[src/dsa_pkg.sv]
// package for the data space and stack addressing block
// assumes one core clock and a core that holds each request for one cycle
package dsa_pkg;

  // ==========================================================================
  // widths
  localparam int DATA_W  = 16;  // data space word
  localparam int PROG_W  = 24;  // program space word and address
  localparam int PC_W    = 23;  // program counter
  localparam int PAGE_W  = 10;  // data read page register
  localparam int DADDR_W = 25;  // paged data address, page and low 15 ea bits
  localparam int TPAGE_W = 8;   // table page register

  // ==========================================================================
  // field positions
  localparam int EA_WIN_BIT    = 15;  // ea bit that opens the paged window
  localparam int PAGE_PROG_BIT = 9;   // page bit that maps the program window
  localparam int TBL_CFG_BIT   = 7;   // table page bit for configuration space
  localparam int SP_ALIGN_BIT  = 0;   // stack pointer bit tied to zero

  // ==========================================================================
  // values after reset and fixed codes
  localparam logic [9:0]  PAGE_RST     = 10'h001;
  localparam logic [9:0]  PAGE_ZERO    = 10'h000;
  localparam logic [7:0]  TPAGE_RST    = 8'h00;
  localparam logic [15:0] SP_RST       = 16'h1000;
  localparam logic [15:0] SP_STEP      = 16'h0002;  // one word in bytes
  localparam logic [7:0]  CALL_HI_FILL = 8'h00;
  localparam logic [8:0]  BASE_PAGE    = 9'h000;    // unpaged base range
  localparam logic [0:0]  PC_PAD       = 1'h0;

  // ==========================================================================
  // stack sequencer states
  typedef enum logic [2:0] {
    ST_IDLE    = 3'b001,
    ST_PUSH_HI = 3'b010,
    ST_POP_LO  = 3'b100
  } dsa_stk_st_t;

  // ==========================================================================
  // carriers
  // data access from the core
  typedef struct packed {
    logic        valid;
    logic        write;
    logic        via_sp;  // ea taken from the stack pointer word
    logic        via_fp;  // ea taken from the frame pointer word
    logic [15:0] ea;
    logic [15:0] wdata;
  } dsa_dacc_t;

  // stack requests from the core
  typedef struct packed {
    logic        push;
    logic        pop;
    logic        call;
    logic        exc;
    logic        ret;
    logic [15:0] wdata;
  } dsa_stk_req_t;

  // request towards data memory
  typedef struct packed {
    logic        valid;
    logic        write;
    logic        prog;    // program window, low word of a program word
    logic [24:0] addr;
    logic [15:0] wdata;
  } dsa_mem_req_t;

  // table request towards program memory
  typedef struct packed {
    logic        valid;
    logic        write;
    logic        byte_op;
    logic        cfg;
    logic [23:0] addr;
  } dsa_tbl_req_t;

endpackage
[src/dsa_addr_gen.sv]
// data space paging, software stack and program space addressing
// assumes the core holds no request while busy_o is high and reads
// stack and data words from memory on the cycle after mem_req_o,
// and never raises call and exception in one cycle
//
// Behaviour
// - lower base half reaches memory unpaged
// - page register resets to one
// - paged access with page zero traps
// - writing zero to page register ignored
// - ea bit 15 selects paged window
// - stack pointer auto-updated, also software writable
// - stack pointer bit zero always zero
// - every reset loads stack pointer start
// - push write then increment, pop decrement
// - pc low word first, upper next
// - call zero-fills upper saved byte
// - exception saves status low byte too
// - stack and active frame pointer unpaged
// - 24-bit program, 16-bit data words
// - fetch address from pc, ends zero
// - table ops reach any byte or word
// - program window read-only, low word only
// - table ops unaligned, reads reach configuration
`timescale 1ns/1ns
`default_nettype none

module dsa_addr_gen (
  // clock and reset
  input  wire logic                    clk_sys_i,
  input  wire logic                    resetn_i,
  // page register write
  input  wire logic                    page_wr_i,
  input  wire logic [9:0]              page_wdata_i,
  // table page register write
  input  wire logic                    tpage_wr_i,
  input  wire logic [7:0]              tpage_wdata_i,
  // stack pointer word write
  input  wire logic                    sp_wr_i,
  input  wire logic [15:0]             sp_wdata_i,
  // core state
  input  wire logic [22:0]             pc_i,
  input  wire logic [15:0]             cpu_status_reg_i,
  input  wire logic                    frame_active_flag_i,
  // stack and data requests
  input  wire dsa_pkg::dsa_stk_req_t   stk_req_i,
  input  wire dsa_pkg::dsa_dacc_t      dacc_i,
  // table requests
  input  wire logic                    tbl_valid_i,
  input  wire logic                    tbl_write_i,
  input  wire logic                    tbl_byte_i,
  input  wire logic [15:0]             tbl_ea_i,
  // handshake
  output logic                         busy_o,
  output logic                         dacc_ready_o,
  // memory side
  output dsa_pkg::dsa_mem_req_t        mem_req_o,
  output dsa_pkg::dsa_tbl_req_t        tbl_req_o,
  output logic [23:0]                  fetch_addr_o,
  output logic                         addr_error_o,
  // register views
  output logic [15:0]                  stack_pointer_word_o,
  output logic [9:0]                   data_read_page_reg_o,
  output logic [7:0]                   table_page_reg_o
);

  // ==========================================================================
  // declarations
  // sequencer and request registers
  dsa_pkg::dsa_stk_st_t  st_q;
  dsa_pkg::dsa_stk_st_t  st_d;
  dsa_pkg::dsa_mem_req_t mem_q;
  dsa_pkg::dsa_mem_req_t mem_d;
  dsa_pkg::dsa_tbl_req_t tbl_q;
  dsa_pkg::dsa_tbl_req_t tbl_d;

  // pointer and side registers
  logic [15:0] sp_q;
  logic [15:0] sp_d;
  logic [15:0] hi_q;
  logic [15:0] hi_d;
  logic [7:0]  tpage_q;
  logic [7:0]  tpage_d;
  logic [23:0] fetch_q;
  logic [23:0] fetch_d;
  logic        err_q;
  logic        err_d;

  // page register view
  logic [9:0]  page;
  logic        page_zero;
  logic        page_prog;

  // request decode
  logic        idle;
  logic        do_sp_wr;
  logic        do_pc_push;
  logic        do_push;
  logic        do_ret;
  logic        do_pop;
  logic        do_dacc;

  // stack arithmetic
  logic [15:0] sp_inc;
  logic [15:0] sp_dec;
  logic [15:0] hi_word;

  // data access decode
  logic        dacc_unpaged;
  logic        dacc_upper;
  logic        dacc_paged;
  logic        dacc_trap;
  logic        win_write;
  logic        win_read;

  // address paths
  logic [24:0] dacc_addr;
  logic [24:0] sp_addr;
  logic [24:0] spdec_addr;
  logic [24:0] prog_win_addr;

  // ==========================================================================
  // page register
  dsa_page_reg u_page (
    .clk_sys_i (clk_sys_i),
    .resetn_i  (resetn_i),
    .wr_i      (page_wr_i),
    .wdata_i   (page_wdata_i),
    .page_o    (page),
    .zero_o    (page_zero),
    .prog_o    (page_prog)
  );

  // ==========================================================================
  // request decode
  // software write of the pointer wins, then pc pushes, data pushes,
  // returns, pops and last plain data accesses
  assign idle       = (st_q == dsa_pkg::ST_IDLE);
  assign do_sp_wr   = idle && sp_wr_i;
  assign do_pc_push = idle && !sp_wr_i && (stk_req_i.call || stk_req_i.exc);
  assign do_push    = idle && !sp_wr_i && !do_pc_push && stk_req_i.push;
  assign do_ret     = idle && !sp_wr_i && !do_pc_push && !do_push && stk_req_i.ret;
  assign do_pop     = idle && !sp_wr_i && !do_pc_push && !do_push && !do_ret
                      && stk_req_i.pop;
  assign dacc_ready_o = idle && !sp_wr_i && !stk_req_i.call && !stk_req_i.exc
                        && !stk_req_i.push && !stk_req_i.ret && !stk_req_i.pop;
  assign do_dacc    = dacc_ready_o && dacc_i.valid;
  // requests while busy are dropped
  assign busy_o     = !idle;

  // ==========================================================================
  // stack pointer arithmetic
  // one word is two bytes, the stack grows upward
  // no trap on a wrap past the base range
  assign sp_inc = sp_q + dsa_pkg::SP_STEP;
  assign sp_dec = sp_q - dsa_pkg::SP_STEP;

  // second saved word: pc upper bits under status low byte or zero fill
  // an exception wins when call and exception meet
  assign hi_word = stk_req_i.exc
                 ? {cpu_status_reg_i[7:0], dsa_pkg::PC_PAD, pc_i[22:16]}
                 : {dsa_pkg::CALL_HI_FILL, dsa_pkg::PC_PAD, pc_i[22:16]};

  // stack addresses never see the page register
  assign sp_addr    = {dsa_pkg::BASE_PAGE, sp_q};
  assign spdec_addr = {dsa_pkg::BASE_PAGE, sp_dec};

  // ==========================================================================
  // data access address generation
  // stack pointer based access, or frame pointer while a frame is active,
  // stays in the 16-bit base range
  assign dacc_unpaged = dacc_i.via_sp || (dacc_i.via_fp && frame_active_flag_i);
  assign dacc_upper   = dacc_i.ea[dsa_pkg::EA_WIN_BIT];
  assign dacc_paged   = dacc_upper && !dacc_unpaged;
  // page zero through the upper window is refused and traps
  assign dacc_trap    = dacc_paged && page_zero;
  // the program window answers reads only
  assign win_write    = dacc_paged && page_prog && dacc_i.write;
  assign win_read     = dacc_paged && page_prog;

  // lower half goes out as page zero whatever the page register holds
  assign dacc_addr = dacc_paged
                   ? {page, dacc_i.ea[14:0]}
                   : {dsa_pkg::BASE_PAGE, dacc_i.ea};

  // program window address: low word of the selected program word
  assign prog_win_addr = {2'h0, page[7:0], dacc_i.ea[14:0]};

  // ==========================================================================
  // sequencer next state and memory request
  always_comb begin
    st_d  = st_q;
    sp_d  = sp_q;
    hi_d  = hi_q;
    err_d = 1'b0;
    mem_d = '0;
    unique case (st_q)
      dsa_pkg::ST_IDLE: begin
        if (do_sp_wr) begin
          sp_d = sp_wdata_i;
        end else if (do_pc_push) begin
          // low pc word into the free slot, upper word follows
          mem_d.valid = 1'b1;
          mem_d.write = 1'b1;
          mem_d.addr  = sp_addr;
          mem_d.wdata = pc_i[15:0];
          hi_d        = hi_word;
          sp_d        = sp_inc;
          st_d        = dsa_pkg::ST_PUSH_HI;
        end else if (do_push) begin
          // write at the free word, then step past it
          mem_d.valid = 1'b1;
          mem_d.write = 1'b1;
          mem_d.addr  = sp_addr;
          mem_d.wdata = stk_req_i.wdata;
          sp_d        = sp_inc;
        end else if (do_ret) begin
          // step back first, upper word comes off first
          mem_d.valid = 1'b1;
          mem_d.addr  = spdec_addr;
          sp_d        = sp_dec;
          st_d        = dsa_pkg::ST_POP_LO;
        end else if (do_pop) begin
          // step back, then read the top word
          mem_d.valid = 1'b1;
          mem_d.addr  = spdec_addr;
          sp_d        = sp_dec;
        end else if (do_dacc) begin
          // a trapped access never reaches memory
          if (dacc_trap) begin
            err_d = 1'b1;
          end else if (!win_write) begin
            // window writes are dropped without a trap
            mem_d.valid = 1'b1;
            mem_d.write = dacc_i.write;
            mem_d.prog  = win_read;
            mem_d.addr  = win_read ? prog_win_addr : dacc_addr;
            mem_d.wdata = dacc_i.wdata;
          end
        end
      end
      dsa_pkg::ST_PUSH_HI: begin
        // second saved word of the pc frame
        mem_d.valid = 1'b1;
        mem_d.write = 1'b1;
        mem_d.addr  = sp_addr;
        mem_d.wdata = hi_q;
        sp_d        = sp_inc;
        st_d        = dsa_pkg::ST_IDLE;
      end
      dsa_pkg::ST_POP_LO: begin
        // low pc word of the frame being returned from
        mem_d.valid = 1'b1;
        mem_d.addr  = spdec_addr;
        sp_d        = sp_dec;
        st_d        = dsa_pkg::ST_IDLE;
      end
      default: begin
        st_d = dsa_pkg::ST_IDLE;
      end
    endcase
    // word alignment of the stack pointer is kept in hardware
    sp_d[dsa_pkg::SP_ALIGN_BIT] = 1'b0;
  end

  // ==========================================================================
  // table operations
  // page register above a 16-bit ea, any byte, no alignment check
  // configuration space writes are not blocked here
  always_comb begin
    tbl_d         = '0;
    tbl_d.valid   = tbl_valid_i;
    tbl_d.write   = tbl_write_i;
    tbl_d.byte_op = tbl_byte_i;
    tbl_d.cfg     = tpage_q[dsa_pkg::TBL_CFG_BIT];
    tbl_d.addr    = {tpage_q, tbl_ea_i};
  end

  // ==========================================================================
  // sequencer and stack pointer registers
  always_ff @(posedge clk_sys_i or negedge resetn_i) begin
    if (!resetn_i) begin
      st_q <= dsa_pkg::ST_IDLE;
      sp_q <= dsa_pkg::SP_RST;
      hi_q <= '0;
    end else begin
      st_q <= st_d;
      sp_q <= sp_d;
      hi_q <= hi_d;
    end
  end

  // memory request and trap pulse registers
  // the trap pulse stands for one cycle only
  always_ff @(posedge clk_sys_i or negedge resetn_i) begin
    if (!resetn_i) begin
      mem_q <= '0;
      err_q <= 1'b0;
    end else begin
      mem_q <= mem_d;
      err_q <= err_d;
    end
  end

  // table page load and fetch address, pc bit 0 unused
  assign tpage_d = tpage_wr_i ? tpage_wdata_i : tpage_q;
  assign fetch_d = {1'b0, pc_i[22:1], 1'b0};

  // table page register and table request
  always_ff @(posedge clk_sys_i or negedge resetn_i) begin
    if (!resetn_i) begin
      tpage_q <= dsa_pkg::TPAGE_RST;
      tbl_q   <= '0;
    end else begin
      tpage_q <= tpage_d;
      tbl_q   <= tbl_d;
    end
  end

  // instruction fetch address, 24-bit program word space
  always_ff @(posedge clk_sys_i or negedge resetn_i) begin
    if (!resetn_i) begin
      fetch_q <= '0;
    end else begin
      fetch_q <= fetch_d;
    end
  end

  // ==========================================================================
  // outputs
  // register views come straight from flip-flops
  assign mem_req_o            = mem_q;
  assign tbl_req_o            = tbl_q;
  assign fetch_addr_o         = fetch_q;
  assign addr_error_o         = err_q;
  assign stack_pointer_word_o = sp_q;
  assign data_read_page_reg_o = page;
  assign table_page_reg_o     = tpage_q;

endmodule

`default_nettype wire

[src/dsa_page_reg.sv]
// data read page register for the data space and stack addressing block
// assumes writes come from the core on the same clock
`timescale 1ns/1ns
`default_nettype none

module dsa_page_reg (
  // clock and reset
  input  wire logic       clk_sys_i,
  input  wire logic       resetn_i,
  // write port
  input  wire logic       wr_i,
  input  wire logic [9:0] wdata_i,
  // state
  output logic      [9:0] page_o,
  output logic            zero_o,
  output logic            prog_o
);

  logic [9:0] page_q;
  logic [9:0] page_d;
  logic       wr_take;

  // ==========================================================================
  // write decode
  // a zero value is dropped so the register never holds page zero
  assign wr_take = wr_i && (wdata_i != dsa_pkg::PAGE_ZERO);
  assign page_d  = wr_take ? wdata_i : page_q;

  // register, one after reset
  always_ff @(posedge clk_sys_i or negedge resetn_i) begin
    if (!resetn_i) begin
      page_q <= dsa_pkg::PAGE_RST;
    end else begin
      page_q <= page_d;
    end
  end

  // ==========================================================================
  // outputs
  assign page_o = page_q;
  assign zero_o = (page_q == dsa_pkg::PAGE_ZERO);
  assign prog_o = page_q[dsa_pkg::PAGE_PROG_BIT];

endmodule

`default_nettype wire

[config.mk]
export PLATFORM = sky130hd
export DESIGN_NAME = dsa_addr_gen
export DESIGN_NICKNAME = d
export VERILOG_FILES = /design/src/dsa_pkg.sv /design/src/dsa_addr_gen.sv /design/src/dsa_page_reg.sv
export SDC_FILE = /design/constraint.sdc
export NUM_CORES = 1
export LEC_CHECK = 0
export BUFFER_PORTS_ARGS = -buffer_cell sky130_fd_sc_hd__buf_2
export CORE_ASPECT_RATIO = 1.75
export CORE_MARGIN = 1.5
export CORE_UTILIZATION = 25
export DETAILED_ROUTE_END_ITERATION = 7
export PLACE_DENSITY = 0.51
export SETUP_SLACK_MARGIN = 0.05
export SLEW_MARGIN = 20
export SYNTH_ARGS = -nofsm -noshare
export SYNTH_HDL_FRONTEND = slang
export SYNTH_HIERARCHICAL = 1
export SYNTH_SLANG_ARGS = --single-unit
[constraint.sdc]
create_clock -name clk_sys_i -period 5.5 [get_ports clk_sys_i]
set_clock_uncertainty 0.05 [all_clocks]
set_input_delay 1.1 -clock clk_sys_i [delete_from_list [all_inputs] [get_ports clk_sys_i]]
set_output_delay 1.1 -clock clk_sys_i [all_outputs]
set_load 0.05 [all_outputs]
==> summary.txt <==
Pwr
  – Lkg Pwr: 4.22 nW
  – PD cells: 424 mW/mm2
  – Worst ir drop on vdd: 226 uV
  – Total power: 3.77 mW

GRT
  – Initial antenna violation count: 6
  – GR Util All Layers: 17.4%
  – First-pass GRT wire length: 36,200 um
  – Remaining global-route overflow: 0
  – Largest net degree at the start of global routing: 56
  – Vias in the first global route: 6,306

Setup path
  – Critical Path Slowest Stage Cell: or3_1
  – Critical Path Fanout Max: 18
  – Crit path required time: 4350 ps
  – WS Path Type: primary input to output pin
  – Crit-path cells: buf_2, or3_1, nor3_4, buf_2
  – Crit-path max cell delay: 610 ps
  – Reg2Reg Depth: 6
  – Startpoint Class: primary input
  – Most frequent CP cell: buf_2
  – Worst Path Arrival: 2620 ps
  – Crit. End Element: output pin

Floorplan
  – Core area: 0.0261 mm2
  – Row count: 78
  – Total I/O pin count: 288
  – Die X: 126 um
  – Die area: 0.0276 mm2
  – Die H: 219 um
  – Starting density of the core: 25.5%

Route
  – Routed Antenna Nets: 0
  – # DRC: 0
  – DR pass1 iterations: 5
  – Vias: 6,115
  – Vias per cell: 4.93
  – DRT iter0 DRCs: 302
  – Avg WL per Cell: 19.1 um
  – Drt total wl: 23,700 um

Yosys
  – Post-synth EDFFs: 0
  – Post-synth top area cell: dfrtp_1
  – Synth Cell Area: 0.00664 mm2
  – Synth area leaders: dfrtp_1 54%, a21oi_1 5.5%, nand2_1 5.0%
  – Top cell type's share of synthesized area: 53.5%
  – Seq/Total Area, Yosys: 54.7%
  – Synth warnings: 6
  – Unique masters post-synth: 70
  – Post-synthesis average cell area: 10.2 um2
  – Async S/R FF share, synth: 100%
  – Post-Synthesis Cells: 650
  – Register bit total from synthesis: 145
  – Commonest register cell after synthesis: dfrtp_1

Hold path
  – WHS Path Cells: 0
  – Hold Crit Class: register to register

Timing
  – Final Hold Viols: 0
  – Slew @ Worst Pin: 1140 ps
  – RSZ-0062 raised after global routing: false
  – Final Cycle Share: 68.5%
  – Setup violators final: 0
  – TNS Setup: 0 ps
  – Max-slew violation count: 0
  – Final Critical Period: 3770 ps
  – Slew HR: 23.5%
  – Max Fclk: 0.265 GHz

Final layout
  – Layout Cells excl Fill: 1,240
  – Post-route cell area: 0.00888 mm2
  – Number of fill cells: 2,706
  – Fin nets: 1,062
  – P&R area growth vs syn: 33.7%
  – Share of cells above drive strength 1: 38.4%
  – Fin util: 34.1%

Flow run
  – Max cap viols: 0

Clock network
  – Clock buffer depth: 2
  – Clock buffer count from CTS: 17
  – Worst skew pair latency: 440 ps
  – Num Clock Sinks: 145
  – Post-cts resize count: 0
  – # hold bufs at CTS: 0
  – CTS HTree Levels: 4
  – Setup Buffers After CTS: 0
  – Reg clk slew, reported paths: 60 ps
  – Root Driver: clkbuf_16
  – CTS tree: yes

Place
  – Placer Congestion: 0.801
  – Port Buffers: 275
  – HPWL Detailed: 17,600 um
  – Dpl cells: 1,206
  – Placed cell areas: 0.00828 mm2

Outcome
  – Outcome: completed
==> cell usage after synthesis (3+ instances only) <==
cell / n
a211oi_1: 6
a21oi_1: 73
a221oi_1: 5
a22o_1: 16
a32oi_1: 3
and2_1: 12
and3_1: 5
buf_2: 15
buf_4: 9
buf_6: 3
clkbuf_1: 23
dfrtp_1: 142
dfstp_2: 3
inv_1: 10
mux2_2: 14
nand2_1: 89
nand2b_1: 5
nand3_1: 12
nand4_1: 8
nor2_1: 23
nor3_1: 14
nor3b_1: 5
nor4_1: 7
o211ai_1: 9
o21ai_0: 50
o221ai_1: 6
o22ai_1: 4
o311ai_0: 5
o32ai_1: 3
or2_2: 3
or3_1: 4
or4_1: 8
xnor2_1: 4
xor2_1: 4
==> layout by cell type, fill, tap and decap left out, drive strengths merged, types with 3 or more instances in the layout <==
cell type,n
a211oi,6
or4,9
mux2,14
a21oi,73
or3,4
o211ai,9
nor3,15
xnor2,4
dfrtp,142
and3,5
diode,4
o21a,3
o21ai,50
or2,3
and2,12
nor4b,3
o311ai,5
nor3b,5
clkinv,4
nor4,10
a22o,16
a221oi,5
nand2b,5
or3b,3
o32ai,3
clkbuf,22
buf,287
dfstp,3
nand2,89
a32oi,3
o22ai,4
nand3,12
conb,3
xor2,4
nor2,24
bufinv,3
inv,11
o221ai,6
nand4,8
==> worst paths after layout <==
kind | from | endpoint | slack, ps
worst max-delay path | stk_req_i[20] | dacc_ready_o | 1730
worst min-delay path | table_page_reg_o[6] | tbl_req_o[22] | 340
worst max register to register | u_page/page_o[5] | mem_req_o[19] | 2540
worst min register to register | table_page_reg_o[6] | tbl_req_o[22] | 340
max in group asynchronous | resetn_i | u_page/page_o[7] | 3670
min in group asynchronous | resetn_i | fetch_addr_o[21] | 560
==> cell type report <==
type	instances	area [um2]	share of cell area (%)
Sequential cell	145	3630	40.9
Multi-Input combinational cell	443	2730	30.7
Timing Repair Buffer	287	1470	16.6
Clock buffer	22	464	5.23
Tap cell	320	400	4.51
Clock inverter	8	129	1.45
Inverter	11	41.3	0.465
Antenna cell	4	10.0	0.113
==> cell families after synthesis <==
family	count (synthesis)	share of synthesized area, %
flip-flops	145	54.7
adder cells (fa/ha/maj)	2	0.377
buffers and inverters	64	4.77
AO/OA/AOI/OAI	200	19.2
multiplexers	15	2.52
XOR/XNOR	8	1.06
other	1	0.0565
AND/OR/NAND/NOR	215	17.3
==> power by group <==
part,switching (mW),leakage [nW],total [mW],internal (mW)
Combinational,0.838,2.14,1.17,0.331
Clock,0.466,0.287,1.20,0.734
Sequential,0.191,1.80,1.40,1.21
==> flip-flops by register name (all words and copies together) (netlist names) <==
register              count
u_page/page_o            10
table_page_reg_o          8
tbl_req_o                27
hi_q                     15
fetch_addr_o             22
addr_error_o              1
st_q                      3
mem_req_o                44
stack_pointer_word_o     15
==> per-stage QoR <==
stage          hold slack (ps)  setup WS (ps)
5_1_grt                    358           1680
4_1_cts                    348           1730
3_3_place_gp               324           1760
6_report                   341           1730
2_1_floorplan              396           2110
3_5_place_dp               334           1740
==> routing by layer <==
layer  wire (um)  up-vias  GRT usage (%)  part of all wire (%)
met1        8500     2955           18.0                    36
li1            -     2875              -                     -
met4         749        6           8.66                   3.2
met3        1500       53           5.39                   6.3
met2       12900      226           31.6                    54
met5          45        -              0                  0.19
==> worst max-delay path: cells and delay by family <==
kind | cells | cell delay (ps)
buf+inv | 2 | 560
simple gates | 2 | 940
No activity file was read; power rests on OpenSTA's default activity.
